===== config.mk =====
export PLATFORM = sky130hd
export DESIGN_NAME = mcs_memory_checksum_scanner
export DESIGN_NICKNAME = d
export VERILOG_FILES = /design/src/design/mcs_pkg.sv /design/src/design/mcs_byte_if.sv /design/src/design/mcs_crc16.sv /design/src/design/mcs_flash_fetch.sv /design/src/design/mcs_memory_checksum_scanner.sv
export SDC_FILE = /design/constraint.sdc
export NUM_CORES = 1
export LEC_CHECK = 0
export ABC_AREA = 1
export BUFFER_PORTS_ARGS = -buffer_cell sky130_fd_sc_hd__buf_2
export CORE_UTILIZATION = 48
export DETAILED_ROUTE_END_ITERATION = 6
export PLACE_DENSITY_LB_ADDON = 0.15
export SETUP_SLACK_MARGIN = 0.15
export SLEW_MARGIN = 10
export SYNTH_ARGS = -nofsm -noshare
export SYNTH_HDL_FRONTEND = slang
export SYNTH_SLANG_ARGS = --single-unit

===== constraint.sdc =====
create_clock -name pclk -period 1.47 [get_ports pclk]
set_input_delay 0.294 -clock pclk [delete_from_list [all_inputs] [get_ports pclk]]
set_output_delay 0.294 -clock pclk [all_outputs]
set_load 0.02 [all_outputs]

===== src/design/mcs_pkg.sv =====
`default_nettype none
package mcs_pkg;

  // Register indices and APB byte addresses (one aligned word each)
  localparam int         REG_IDX_CONTROL     = 0;
  localparam int         REG_IDX_MODE_SOURCE = 1;
  localparam int         REG_IDX_STATUS      = 2;
  localparam logic [3:0] ADDR_CONTROL        = 4'(REG_IDX_CONTROL * 4);
  localparam logic [3:0] ADDR_MODE_SOURCE    = 4'(REG_IDX_MODE_SOURCE * 4);
  localparam logic [3:0] ADDR_STATUS         = 4'(REG_IDX_STATUS * 4);

  // Field positions
  localparam int CTRL_ENABLE_BIT = 0;
  localparam int CTRL_FAIL_INTERRUPT_ENABLE_BIT  = 1;
  localparam int CTRL_RESET_BIT  = 7;
  localparam int MODE_LSB        = 4;
  localparam int SRC_LSB         = 0;
  localparam int STAT_BUSY_BIT   = 0;
  localparam int STAT_OK_BIT     = 1;

  // Values after reset
  localparam logic [7:0] CONTROL_RESET     = 8'h00;
  localparam logic [7:0] MODE_SOURCE_RESET = 8'h00;
  localparam logic [7:0] STATUS_RESET      = 8'h02;

  // Access modes and section codes
  localparam logic [1:0] MODE_PRIORITY   = 2'h0;
  localparam logic [1:0] MODE_BACKGROUND = 2'h2;
  localparam logic [1:0] MODE_CONTINUOUS = 2'h3;
  localparam logic [1:0] SRC_FLASH       = 2'h0;
  localparam logic [1:0] SRC_BOOT_PLUS_APPLICATION     = 2'h1;
  localparam logic [1:0] SRC_BOOT        = 2'h2;

  // Checksum generator
  localparam logic [15:0] CRC_POLY    = 16'h1021;
  localparam logic [15:0] CRC_INIT    = 16'hFFFF;
  localparam logic [15:0] CRC_RESIDUE = 16'h0000;

  // Flash geometry and fetch pacing (one word every third cycle)
  localparam int          FLASH_WORD_AW      = 13;
  localparam logic [15:0] LAST_FLASH_ADDRESS = 16'h3FFF;
  localparam logic [15:0] SECTION_ONE_BYTE   = 16'h0001;
  localparam logic [1:0]  PHASE_ISSUE        = 2'h0;
  localparam logic [1:0]  PHASE_WAIT         = 2'h1;
  localparam logic [1:0]  PHASE_CAPTURE      = 2'h2;

  typedef enum logic [1:0] {ST_IDLE, ST_SCAN, ST_EVAL} mcs_state_e;

endpackage : mcs_pkg
`default_nettype wire


===== src/design/mcs_byte_if.sv =====
`timescale 1ns/1ps
`default_nettype none
interface mcs_byte_if;
  logic [7:0]  data;
  logic        valid;
  logic        init;
  logic        last;
  logic [15:0] crc;

  modport src  (output data, valid, init, last);
  modport sink (input data, valid, init, output crc);
  modport mon  (input last, crc);
endinterface : mcs_byte_if
`default_nettype wire


===== src/design/mcs_crc16.sv =====
`timescale 1ns/1ps
`default_nettype none
module mcs_crc16 (
  // Clock and reset
  input  wire logic     pclk,
  input  wire logic     presetn,
  // Byte stream in, checksum out
  mcs_byte_if.sink      bus
);

  logic [15:0] crc_reg;
  logic [15:0] crc_next;

  // One byte, most significant bit first
  function automatic logic [15:0] mcs_crc_byte(input logic [15:0] c, input logic [7:0] d);
    logic [15:0] r;
    logic        fb;
    r = c;
    for (int i = 7; i >= 0; i--) begin
      fb = r[15] ^ d[i];
      r  = {r[14:0], 1'b0} ^ (fb ? mcs_pkg::CRC_POLY : 16'h0000);
    end
    return r;
  endfunction : mcs_crc_byte

  // Seed wins over data so a restart never mixes runs
  assign crc_next = bus.init  ? mcs_pkg::CRC_INIT :
                    bus.valid ? mcs_crc_byte(crc_reg, bus.data) : crc_reg;
  assign bus.crc  = crc_reg;

  // Checksum register
  always_ff @(posedge pclk or negedge presetn) begin
    if (!presetn) begin
      crc_reg <= mcs_pkg::CRC_INIT;
    end else begin
      crc_reg <= crc_next;
    end
  end

endmodule : mcs_crc16
`default_nettype wire


===== src/design/mcs_flash_fetch.sv =====
`timescale 1ns/1ps
`default_nettype none
module mcs_flash_fetch (
  // Clock and reset
  input  wire logic                               pclk,
  input  wire logic                               presetn,
  // Control from the scanner
  input  wire logic                               start,
  input  wire logic                               abort,
  input  wire logic                               run,
  input  wire logic                               prio,
  input  wire logic [mcs_pkg::FLASH_WORD_AW-1:0]  end_word,
  // Flash and CPU fetch path
  input  wire logic                               cpu_flash_req,
  input  wire logic [15:0]                        flash_rdata,
  output logic                                    flash_rd,
  output logic [mcs_pkg::FLASH_WORD_AW-1:0]       flash_addr,
  output logic                                    cpu_wait,
  // Byte stream to the checksum
  mcs_byte_if.src                                 bus
);

  logic                              active_reg;
  logic [1:0]                        phase_reg;
  logic [mcs_pkg::FLASH_WORD_AW-1:0] addr_reg;
  logic [7:0]                        byte_reg;
  logic [7:0]                        hi_reg;
  logic                              valid_reg;
  logic                              hi_pend_reg;
  logic                              final_reg;
  logic                              last_reg;
  wire                               closing;
  wire                               issue;

  // Sleep only pauses new fetches, so a word in flight is never lost
  assign closing = hi_pend_reg && final_reg;
  assign issue   = active_reg && run && (phase_reg == mcs_pkg::PHASE_ISSUE) && !closing
                   && (prio || !cpu_flash_req);
  assign bus.data  = byte_reg;
  assign bus.valid = valid_reg;
  assign bus.last  = last_reg;
  assign bus.init  = start;

  // Three-phase fetch: issue, wait, capture; low byte then high byte
  always_ff @(posedge pclk or negedge presetn) begin
    if (!presetn) begin
      active_reg  <= 1'b0;
      phase_reg   <= mcs_pkg::PHASE_ISSUE;
      addr_reg    <= '0;
      flash_rd    <= 1'b0;
      flash_addr  <= '0;
      cpu_wait    <= 1'b0;
      byte_reg    <= 8'h00;
      hi_reg      <= 8'h00;
      valid_reg   <= 1'b0;
      hi_pend_reg <= 1'b0;
      final_reg   <= 1'b0;
      last_reg    <= 1'b0;
    end else if (start || abort) begin
      active_reg  <= start;
      phase_reg   <= mcs_pkg::PHASE_ISSUE;
      addr_reg    <= '0;
      flash_rd    <= 1'b0;
      cpu_wait    <= 1'b0;
      valid_reg   <= 1'b0;
      hi_pend_reg <= 1'b0;
      final_reg   <= 1'b0;
      last_reg    <= 1'b0;
    end else begin
      flash_rd  <= issue;
      cpu_wait  <= issue && !prio;
      valid_reg <= 1'b0;
      last_reg  <= 1'b0;
      if (issue) begin
        flash_addr <= addr_reg;
      end
      case (phase_reg)
        mcs_pkg::PHASE_ISSUE: begin
          if (issue) begin
            phase_reg <= mcs_pkg::PHASE_WAIT;
          end
        end
        mcs_pkg::PHASE_WAIT: begin
          phase_reg <= mcs_pkg::PHASE_CAPTURE;
        end
        mcs_pkg::PHASE_CAPTURE: begin
          phase_reg   <= mcs_pkg::PHASE_ISSUE;
          byte_reg    <= flash_rdata[7:0];
          hi_reg      <= flash_rdata[15:8];
          valid_reg   <= 1'b1;
          hi_pend_reg <= 1'b1;
          final_reg   <= (flash_addr == end_word);
          addr_reg    <= addr_reg + 1'b1;
        end
        default: begin
          phase_reg <= mcs_pkg::PHASE_ISSUE;
        end
      endcase
      if (hi_pend_reg) begin
        byte_reg    <= hi_reg;
        valid_reg   <= 1'b1;
        hi_pend_reg <= 1'b0;
        last_reg    <= final_reg;
        if (final_reg) begin
          active_reg <= 1'b0;
        end
      end
    end
  end

endmodule : mcs_flash_fetch
`default_nettype wire


===== src/design/mcs_memory_checksum_scanner.sv =====
// Operation
// - Failed startup scan keeps CPU from running.
// - After startup scan, control shows background, enabled.
// - Continuous mode restarts on pass, stops on fail.
// - Priority mode stalls CPU until check ends.
// - Background single check fetches when CPU idle.
// - Collision delays CPU exactly one cycle.
// - Priority or startup fetches every third cycle.
// - Section select picks flash, boot+app, boot.
// - Failure clears pass flag, raises sticky interrupt.
// - Interrupt enable set only idle, system reset clears.
// - After interrupt, control writes are ignored.
// - Mode/section writes ignored when busy or interrupted.
// - Reset strobe clears registers, except interrupt enable, one cycle later.
// - Strobe refused while busy if interrupt enabled.
// - Enable write starts check; bit stays one.
// - Clearing enable stops after section end.
// - Halt during CPU sleep, resume on wake.
// - Pending priority check runs right after wake.
// - Status read-only, resets to pass set.
// - Failure interrupt ignores global interrupt enable.
// - Polynomial x16 plus x12 plus x5 plus one.
// - Checksum seeded with all ones each check.
// - Bytes ascending, most significant bit first.
// - Pass flag zero while enabled and busy.
`timescale 1ns/1ps
`default_nettype none
module mcs_memory_checksum_scanner (
  // Clock and reset
  input  wire logic                               pclk,
  input  wire logic                               presetn,
  // APB slave
  input  wire logic                               psel,
  input  wire logic                               penable,
  input  wire logic                               pwrite,
  input  wire logic [3:0]                         paddr,
  input  wire logic [31:0]                        pwdata,
  output logic [31:0]                             prdata,
  output logic                                    pready,
  output logic                                    pslverr,
  // Flash read port
  output logic                                    flash_rd,
  output logic [mcs_pkg::FLASH_WORD_AW-1:0]       flash_addr,
  input  wire logic [15:0]                        flash_rdata,
  // CPU side
  input  wire logic                               cpu_flash_req,
  input  wire logic                               cpu_sleep,
  output logic                                    cpu_wait,
  output logic                                    cpu_stall,
  output logic                                    nmi_req,
  // Startup configuration
  input  wire logic                               startup_scan_enable,
  input  wire logic [1:0]                         startup_section_select,
  input  wire logic [7:0]                         boot_end_setting,
  input  wire logic [7:0]                         application_end_setting
);

  // Byte stream, fetch to checksum
  mcs_byte_if byte_bus ();

  // Sequencer
  mcs_pkg::mcs_state_e               state_reg;
  mcs_pkg::mcs_state_e               state_next;

  // Control fields
  logic                              enable_reg;
  logic                              enable_next;
  logic                              fail_interrupt_enable_reg;
  logic                              fail_interrupt_enable_next;

  // Mode and section
  logic [1:0]                        mode_reg;
  logic [1:0]                        mode_next;
  logic [1:0]                        section_select_reg;
  logic [1:0]                        section_select_next;

  // Status and request
  logic                              busy_reg;
  logic                              busy_next;
  logic                              ok_reg;
  logic                              ok_next;
  logic                              nmi_reg;
  logic                              nmi_next;

  // Run bookkeeping
  logic                              start_pend_reg;
  logic                              start_pend_next;
  logic                              startup_reg;
  logic                              startup_next;
  logic                              boot_fail_reg;
  logic                              boot_fail_next;
  logic                              init_seen_reg;

  // Strobe and stall
  logic                              strobe_reg;
  logic                              hold_next;
  logic [mcs_pkg::FLASH_WORD_AW-1:0] end_word;

  // Last word of the selected section; reserved code falls back to full flash
  function automatic logic [mcs_pkg::FLASH_WORD_AW-1:0] mcs_end_word(
      input logic [1:0] sel, input logic [7:0] boot_end, input logic [7:0] app_end);
    logic [15:0] last_byte;
    case (sel)
      mcs_pkg::SRC_BOOT:    last_byte = {boot_end, 8'h00} - mcs_pkg::SECTION_ONE_BYTE;
      mcs_pkg::SRC_BOOT_PLUS_APPLICATION: last_byte = {app_end, 8'h00} - mcs_pkg::SECTION_ONE_BYTE;
      default:              last_byte = mcs_pkg::LAST_FLASH_ADDRESS;
    endcase
    return last_byte[mcs_pkg::FLASH_WORD_AW:1];
  endfunction : mcs_end_word

  // APB decode; a write lands on the edge that samples pready high
  wire       apb_setup   = psel && penable && !pready;
  wire       apb_take    = psel && penable && pready;
  wire       hit_ctrl    = (paddr == mcs_pkg::ADDR_CONTROL);
  wire       hit_ms      = (paddr == mcs_pkg::ADDR_MODE_SOURCE);
  wire       hit_stat    = (paddr == mcs_pkg::ADDR_STATUS);
  wire       addr_hit    = hit_ctrl || hit_ms || hit_stat;

  // Bus writes, one per writable register; status has none
  wire       wr_ctrl     = apb_take && pwrite && hit_ctrl;
  wire       wr_ms       = apb_take && pwrite && hit_ms;
  wire       ctrl_open   = wr_ctrl && !nmi_reg;
  wire       strobe_take = ctrl_open && pwdata[mcs_pkg::CTRL_RESET_BIT]
                           && (!fail_interrupt_enable_reg || !busy_reg);
  wire       ctrl_plain  = ctrl_open && !pwdata[mcs_pkg::CTRL_RESET_BIT];
  wire       ms_open     = wr_ms && !busy_reg && !nmi_reg;

  // Enable and section pins read once, first edge
  wire       startup_now = !init_seen_reg && startup_scan_enable;

  wire       launch      = start_pend_reg && !cpu_sleep && (state_reg == mcs_pkg::ST_IDLE)
                           && !strobe_reg;

  wire       crc_pass    = (byte_bus.crc == mcs_pkg::CRC_RESIDUE);
  // Startup paces like priority
  wire       prio_pace   = startup_reg || (mode_reg == mcs_pkg::MODE_PRIORITY);

  // Read mux; upper bits read zero
  wire [7:0] ctrl_rd     = {6'h00, fail_interrupt_enable_reg, enable_reg};
  wire [7:0] ms_rd       = {2'h0, mode_reg, 2'h0, section_select_reg};
  wire [7:0] stat_rd     = {6'h00, ok_reg, busy_reg};
  wire [7:0] rd_value    = hit_ctrl ? ctrl_rd :
                           hit_ms   ? ms_rd   :
                           hit_stat ? stat_rd : 8'h00;

  assign end_word = mcs_end_word(section_select_reg, boot_end_setting, application_end_setting);

  // Control and status next-state; later writes override earlier ones
  always_comb begin
    state_next                 = state_reg;
    enable_next                = enable_reg;
    fail_interrupt_enable_next = fail_interrupt_enable_reg;
    mode_next                  = mode_reg;
    section_select_next        = section_select_reg;
    busy_next                  = busy_reg;
    ok_next                    = ok_reg;
    nmi_next                   = nmi_reg;
    start_pend_next            = start_pend_reg;
    startup_next               = startup_reg;
    boot_fail_next             = boot_fail_reg;

    if (startup_now) begin
      enable_next         = 1'b1;
      mode_next           = mcs_pkg::MODE_BACKGROUND;
      section_select_next = startup_section_select;
      start_pend_next     = 1'b1;
      busy_next           = 1'b1;
      ok_next             = 1'b0;
      startup_next        = 1'b1;
    end

    // Sequencer steps
    case (state_reg)
      mcs_pkg::ST_IDLE: begin
        if (launch) begin
          state_next      = mcs_pkg::ST_SCAN;
          start_pend_next = 1'b0;
        end
      end
      mcs_pkg::ST_SCAN: begin
        if (byte_bus.last) begin
          state_next = mcs_pkg::ST_EVAL;
        end
      end
      mcs_pkg::ST_EVAL: begin
        state_next = mcs_pkg::ST_IDLE;
        if (!crc_pass) begin
          ok_next        = 1'b0;
          nmi_next       = nmi_reg || fail_interrupt_enable_reg;
          busy_next      = 1'b0;
          boot_fail_next = boot_fail_reg || startup_reg;
          startup_next   = 1'b0;
        end else if (mode_reg == mcs_pkg::MODE_CONTINUOUS && enable_reg && !startup_reg) begin
          start_pend_next = 1'b1;
        end else begin
          busy_next    = 1'b0;
          ok_next      = 1'b1;
          startup_next = 1'b0;
        end
      end
      default: begin
        state_next = mcs_pkg::ST_IDLE;
      end
    endcase

    // Bus writes come after, so they win
    if (ctrl_plain) begin
      // cleared enable ends at section end
      enable_next = pwdata[mcs_pkg::CTRL_ENABLE_BIT];
      if (pwdata[mcs_pkg::CTRL_ENABLE_BIT] && !busy_reg) begin
        start_pend_next = 1'b1;
        busy_next       = 1'b1;
        ok_next         = 1'b0;
      end
      if (pwdata[mcs_pkg::CTRL_FAIL_INTERRUPT_ENABLE_BIT] && !busy_reg) begin
        fail_interrupt_enable_next = 1'b1;
      end
    end

    if (ms_open) begin
      mode_next           = pwdata[mcs_pkg::MODE_LSB +: 2];
      section_select_next = pwdata[mcs_pkg::SRC_LSB +: 2];
    end

    if (strobe_reg) begin
      state_next          = mcs_pkg::ST_IDLE;
      enable_next         = mcs_pkg::CONTROL_RESET[mcs_pkg::CTRL_ENABLE_BIT];
      mode_next           = mcs_pkg::MODE_SOURCE_RESET[mcs_pkg::MODE_LSB +: 2];
      section_select_next = mcs_pkg::MODE_SOURCE_RESET[mcs_pkg::SRC_LSB +: 2];
      busy_next           = 1'b0;
      ok_next             = 1'b0;
      start_pend_next     = 1'b0;
      startup_next        = 1'b0;
    end

    hold_next = boot_fail_next || (busy_next && (startup_next || mode_next == mcs_pkg::MODE_PRIORITY));
  end

  // Control and status registers
  always_ff @(posedge pclk or negedge presetn) begin
    if (!presetn) begin
      state_reg                 <= mcs_pkg::ST_IDLE;
      enable_reg                <= mcs_pkg::CONTROL_RESET[mcs_pkg::CTRL_ENABLE_BIT];
      fail_interrupt_enable_reg <= mcs_pkg::CONTROL_RESET[mcs_pkg::CTRL_FAIL_INTERRUPT_ENABLE_BIT];
      mode_reg                  <= mcs_pkg::MODE_SOURCE_RESET[mcs_pkg::MODE_LSB +: 2];
      section_select_reg        <= mcs_pkg::MODE_SOURCE_RESET[mcs_pkg::SRC_LSB +: 2];
      busy_reg                  <= mcs_pkg::STATUS_RESET[mcs_pkg::STAT_BUSY_BIT];
      ok_reg                    <= mcs_pkg::STATUS_RESET[mcs_pkg::STAT_OK_BIT];
      nmi_reg                   <= 1'b0;
      start_pend_reg            <= 1'b0;
      startup_reg               <= 1'b0;
      boot_fail_reg             <= 1'b0;
      init_seen_reg             <= 1'b0;
      strobe_reg                <= 1'b0;
      cpu_stall                 <= 1'b0;
      nmi_req                   <= 1'b0;
    end else begin
      state_reg                 <= state_next;
      enable_reg                <= enable_next;
      fail_interrupt_enable_reg <= fail_interrupt_enable_next;
      mode_reg                  <= mode_next;
      section_select_reg        <= section_select_next;
      busy_reg                  <= busy_next;
      ok_reg                    <= ok_next;
      nmi_reg                   <= nmi_next;
      start_pend_reg            <= start_pend_next;
      startup_reg               <= startup_next;
      boot_fail_reg             <= boot_fail_next;
      // Startup enable and section pins are read once only; the end settings feed end_word all the time
      init_seen_reg             <= 1'b1;
      strobe_reg                <= strobe_take;
      cpu_stall                 <= hold_next;
      nmi_req                   <= nmi_next;
    end
  end

  // APB answer: one wait state, so read data and error come from flops
  always_ff @(posedge pclk or negedge presetn) begin
    if (!presetn) begin
      pready  <= 1'b0;
      prdata  <= 32'h0000_0000;
      pslverr <= 1'b0;
    end else begin
      pready  <= apb_setup;
      // Unmapped offsets: error, no write
      pslverr <= apb_setup && !addr_hit;
      if (apb_setup) begin
        prdata <= {24'h00_0000, rd_value};
      end
    end
  end

  // Flash fetch sequencer; sleep pauses it in place
  mcs_flash_fetch u_fetch (
    .pclk          (pclk),
    .presetn       (presetn),
    .start         (launch),
    .abort         (strobe_reg),
    .run           (!cpu_sleep),
    .prio          (prio_pace),
    .end_word      (end_word),
    .cpu_flash_req (cpu_flash_req),
    .flash_rdata   (flash_rdata),
    .flash_rd      (flash_rd),
    .flash_addr    (flash_addr),
    .cpu_wait      (cpu_wait),
    .bus           (byte_bus.src)
  );

  mcs_crc16 u_crc (
    .pclk    (pclk),
    .presetn (presetn),
    .bus     (byte_bus.sink)
  );

endmodule : mcs_memory_checksum_scanner
`default_nettype wire


==> flow_summary.json <==
{
  "post-route-period-util_pct": 107,
  "syn_inst": 608,
  "largest_reg_flops": 16,
  "clk-insertion-delay-late_ns": 0.37,
  "power.switching_uw": 4220,
  "start_util_pct": 50.0,
  "swShare_pct": 40.4,
  "mostFrequentLayoutCells": "nand2_1 (96), inv_1 (72), dfrtp_1 (69)",
  "cts.htree.levels": 3,
  "status": "finished with violations",
  "skew_ns": 0.0107,
  "fp.dieH_um": 103,
  "holdWs_ns": 0.117,
  "firstDrtPassIters": 4,
  "wl_per_cell_um": 14.3,
  "ant_nets": 0,
  "antenna_found_initial": 1,
  "rows": 36,
  "power.density_mw_per_mm2": 1450,
  "timing.final.ws_setup_ns": -0.0998,
  "via_count": 4604,
  "grt_max_degree": 39,
  "pre_cts_ws_ns": -0.126,
  "hp-class": "input pin to register",
  "ys_ff_latch": 90,
  "fillers": 685,
  "path_class": "register to register",
  "grt_pass1_wl_um": 18400,
  "yosysWarnings": 0,
  "gp_congestion": 0.879,
  "cp_cell_sequence": "o21ai_2 -> buf_6 -> inv_4 -> a21oi_4 -> nand2_8 -> buf_12 -> buf_12 -> nand2_4 -> o21ai_2",
  "pwr-share-comb_pct": 49.5,
  "violations": "setup timing",
  "remaining_drc_errors": 0,
  "clkSinkCount": 90,
  "rsz0062_at_grt": "yes",
  "dieArea_mm2": 0.0106,
  "maxCapViolations": 0,
  "crit_slowest_cell": "dfrtp_1",
  "post-route-min-period_ns": 1.57,
  "overflow": 0,
  "cts_made_buffers": 9,
  "io_buffers": 69,
  "clkPwrFrac_pct": 14.9,
  "drv_slew": 0,
  "setup_viol": 23,
  "root_buffer": "clkbuf_8",
  "layout_commonest_cell": "nand2_1",
  "tns_ns": -1.13,
  "cp.required_ns": 1.73,
  "syn_area_mm2": 0.00491,
  "antennaDiodeCount": 0,
  "ys.flop_type": "dfrtp_1",
  "async_reset_ff_share_pct": 100,
  "crit_path_max_incr_delay_ns": 0.41,
  "drt_iter0_markers": 187,
  "ios": 129,
  "wirelength_um": 13100,
  "first_global_vias": 4114,
  "clk_transition_reported_paths_ns": 0.10,
  "synth_edf_count": 0,
  "critPathArrivalTime_ns": 1.83,
  "grt_use_total_pct": 22.7,
  "cp_max_fo": 6,
  "fin_nets": 862,
  "cp-end-kind": "register",
  "power.internal_uw": 6230,
  "hold_viol": 0,
  "synth_cell_type_count": 42,
  "core_mm2": 0.00982,
  "fp.dieW_um": 103,
  "synth-seq-area-share_pct": 46.3,
  "pwr-share-seq_pct": 35.6,
  "clockBufferDepth": 2,
  "p_leak_uw": 0.00358,
  "peakVddDrop_mv": 1.11,
  "dp_hpwl_um": 7840,
  "postSynthAreaPerCell_um2": 8.07,
  "synthToLayoutAreaGrowth_pct": 47.4,
  "viasPerCell": 5.02,
  "worstSetupStartpointType": "register",
  "drive_above_1_share_pct": 47.2,
  "cts_tree": "built",
  "fmax_mhz": 637
}
==> area by class of cell <==
type                            instances  area, um^2  share of cell area, %
Clock buffer                            9         124                   1.71
Clock inverter                          7        46.3                  0.640
Inverter                              101         417                   5.76
Multi-Input combinational cell        407        2730                   37.7
Sequential cell                        90        2280                   31.5
Tap cell                              133         166                   2.30
Timing Repair Buffer                  170        1470                   20.3
==> Yosys cell counts (2+ instances only) <==
master	instances	area [um^2]
o211ai_1	4	30.0
o21a_1	5	37.5
o22ai_1	5	31.3
buf_4	30	225
buf_6	2	22.5
nand3_2	5	50.1
nor3_4	2	32.5
nand3_1	38	190
mux2i_1	2	20.0
a21oi_1	11	55.1
conb_1	2	7.51
nor2_4	4	45.0
o21ai_0	52	260
nor2_2	4	25.0
xor2_1	3	26.3
inv_4	2	12.5
ha_1	5	62.6
inv_1	99	372
nand2_2	2	12.5
nor3_1	6	30.0
nand4_1	13	81.3
xnor2_1	5	43.8
a32oi_1	8	70.1
nand2_1	132	495
nor2_1	55	206
o21ai_1	2	10.0
buf_2	4	20.0
dfstp_2	17	447
a22oi_1	4	30.0
dfrtp_1	73	1830
==> per-layer routing <==
metal / up-vias / routed length [um] / global-route usage (%)
li1: 2241 / - / -
met1: 2234 / 5410 / 29.4
met2: 107 / 7020 / 38.1
met3: 22 / 455 / 3.39
met4: 0 / 252 / 9.10
met5: - / 0 / 0
==> worst max-delay path, delay by kind of cell (launching register included) <==
kind                   cells  cell delay (ns)
DFF                        1             0.41
and+or+nand+nor            2             0.16
AOI/OAI and AO/OA          3             0.43
buffers and inverters      4             0.45
==> cells by family (layout without fill, tap and decap cells) <==
family / after synthesis / in the layout / synth area share [%]
buffers and inverters: 138 / 287 / 13.4
XOR/XNOR: 8 / 8 / 1.43
AND/OR/NAND/NOR: 267 / 267 / 25.5
AO/OA/AOI/OAI: 96 / 96 / 11.5
adder cells (fa/ha/maj): 5 / 5 / 1.28
multiplexers: 2 / 2 / 0.408
flip-flops: 90 / 90 / 46.3
other: 2 / 29 / 0.153
==> through the flow <==
| step | cell area (um^2) | std cells | util, % | total power (uW) |
|---|---|---|---|---|
| after floorplan | 5080 | 635 | - | 5880 |
| after global placement | 5720 | 847 | 58.2 | 6910 |
| after detailed placement | 5720 | 847 | 58.2 | 7020 |
| after CTS | 6450 | 890 | 65.7 | 9290 |
| after global routing | 7230 | 917 | 73.6 | 11000 |
| final | 7230 | 917 | 73.6 | 10500 |
==> final timing paths <==
path,startpoint,to,slack (ns),cells past startpoint
min in group asynchronous,presetn,init_seen_reg,0.34,2
worst min register to register,boot_fail_reg,boot_fail_reg,0.47,2
worst min-delay path,flash_rdata[13],u_fetch.hi_reg[5],0.12,3
worst max-delay path,mode_reg[0],u_fetch.flash_addr[6],-0.1,9
worst max register to register,mode_reg[0],u_fetch.flash_addr[6],-0.1,9
max in group asynchronous,presetn,u_fetch.flash_addr[9],0.62,3
==> timing repair <==
item | 4_1_cts | 5_1_grt
resized for setup | 93 | 145
hold endpoints to repair | 17 | 0
setup buffers | 22 | 25
setup endpoints to repair | 65 | 74
pin swaps | 32 | 35
hold buffers | 1 | 0
cloned | 4 | 2
==> power groups by stage <==
stage	combinational [uW]	clock [uW]	sequential [uW]
after detailed placement	3400	0	3620
after global placement	3300	0	3610
after floorplan	2250	0	3630
final	5180	1560	3720
after CTS	4100	1560	3630
after global routing	5590	1650	3780
(Power assumes the default switching activity.)
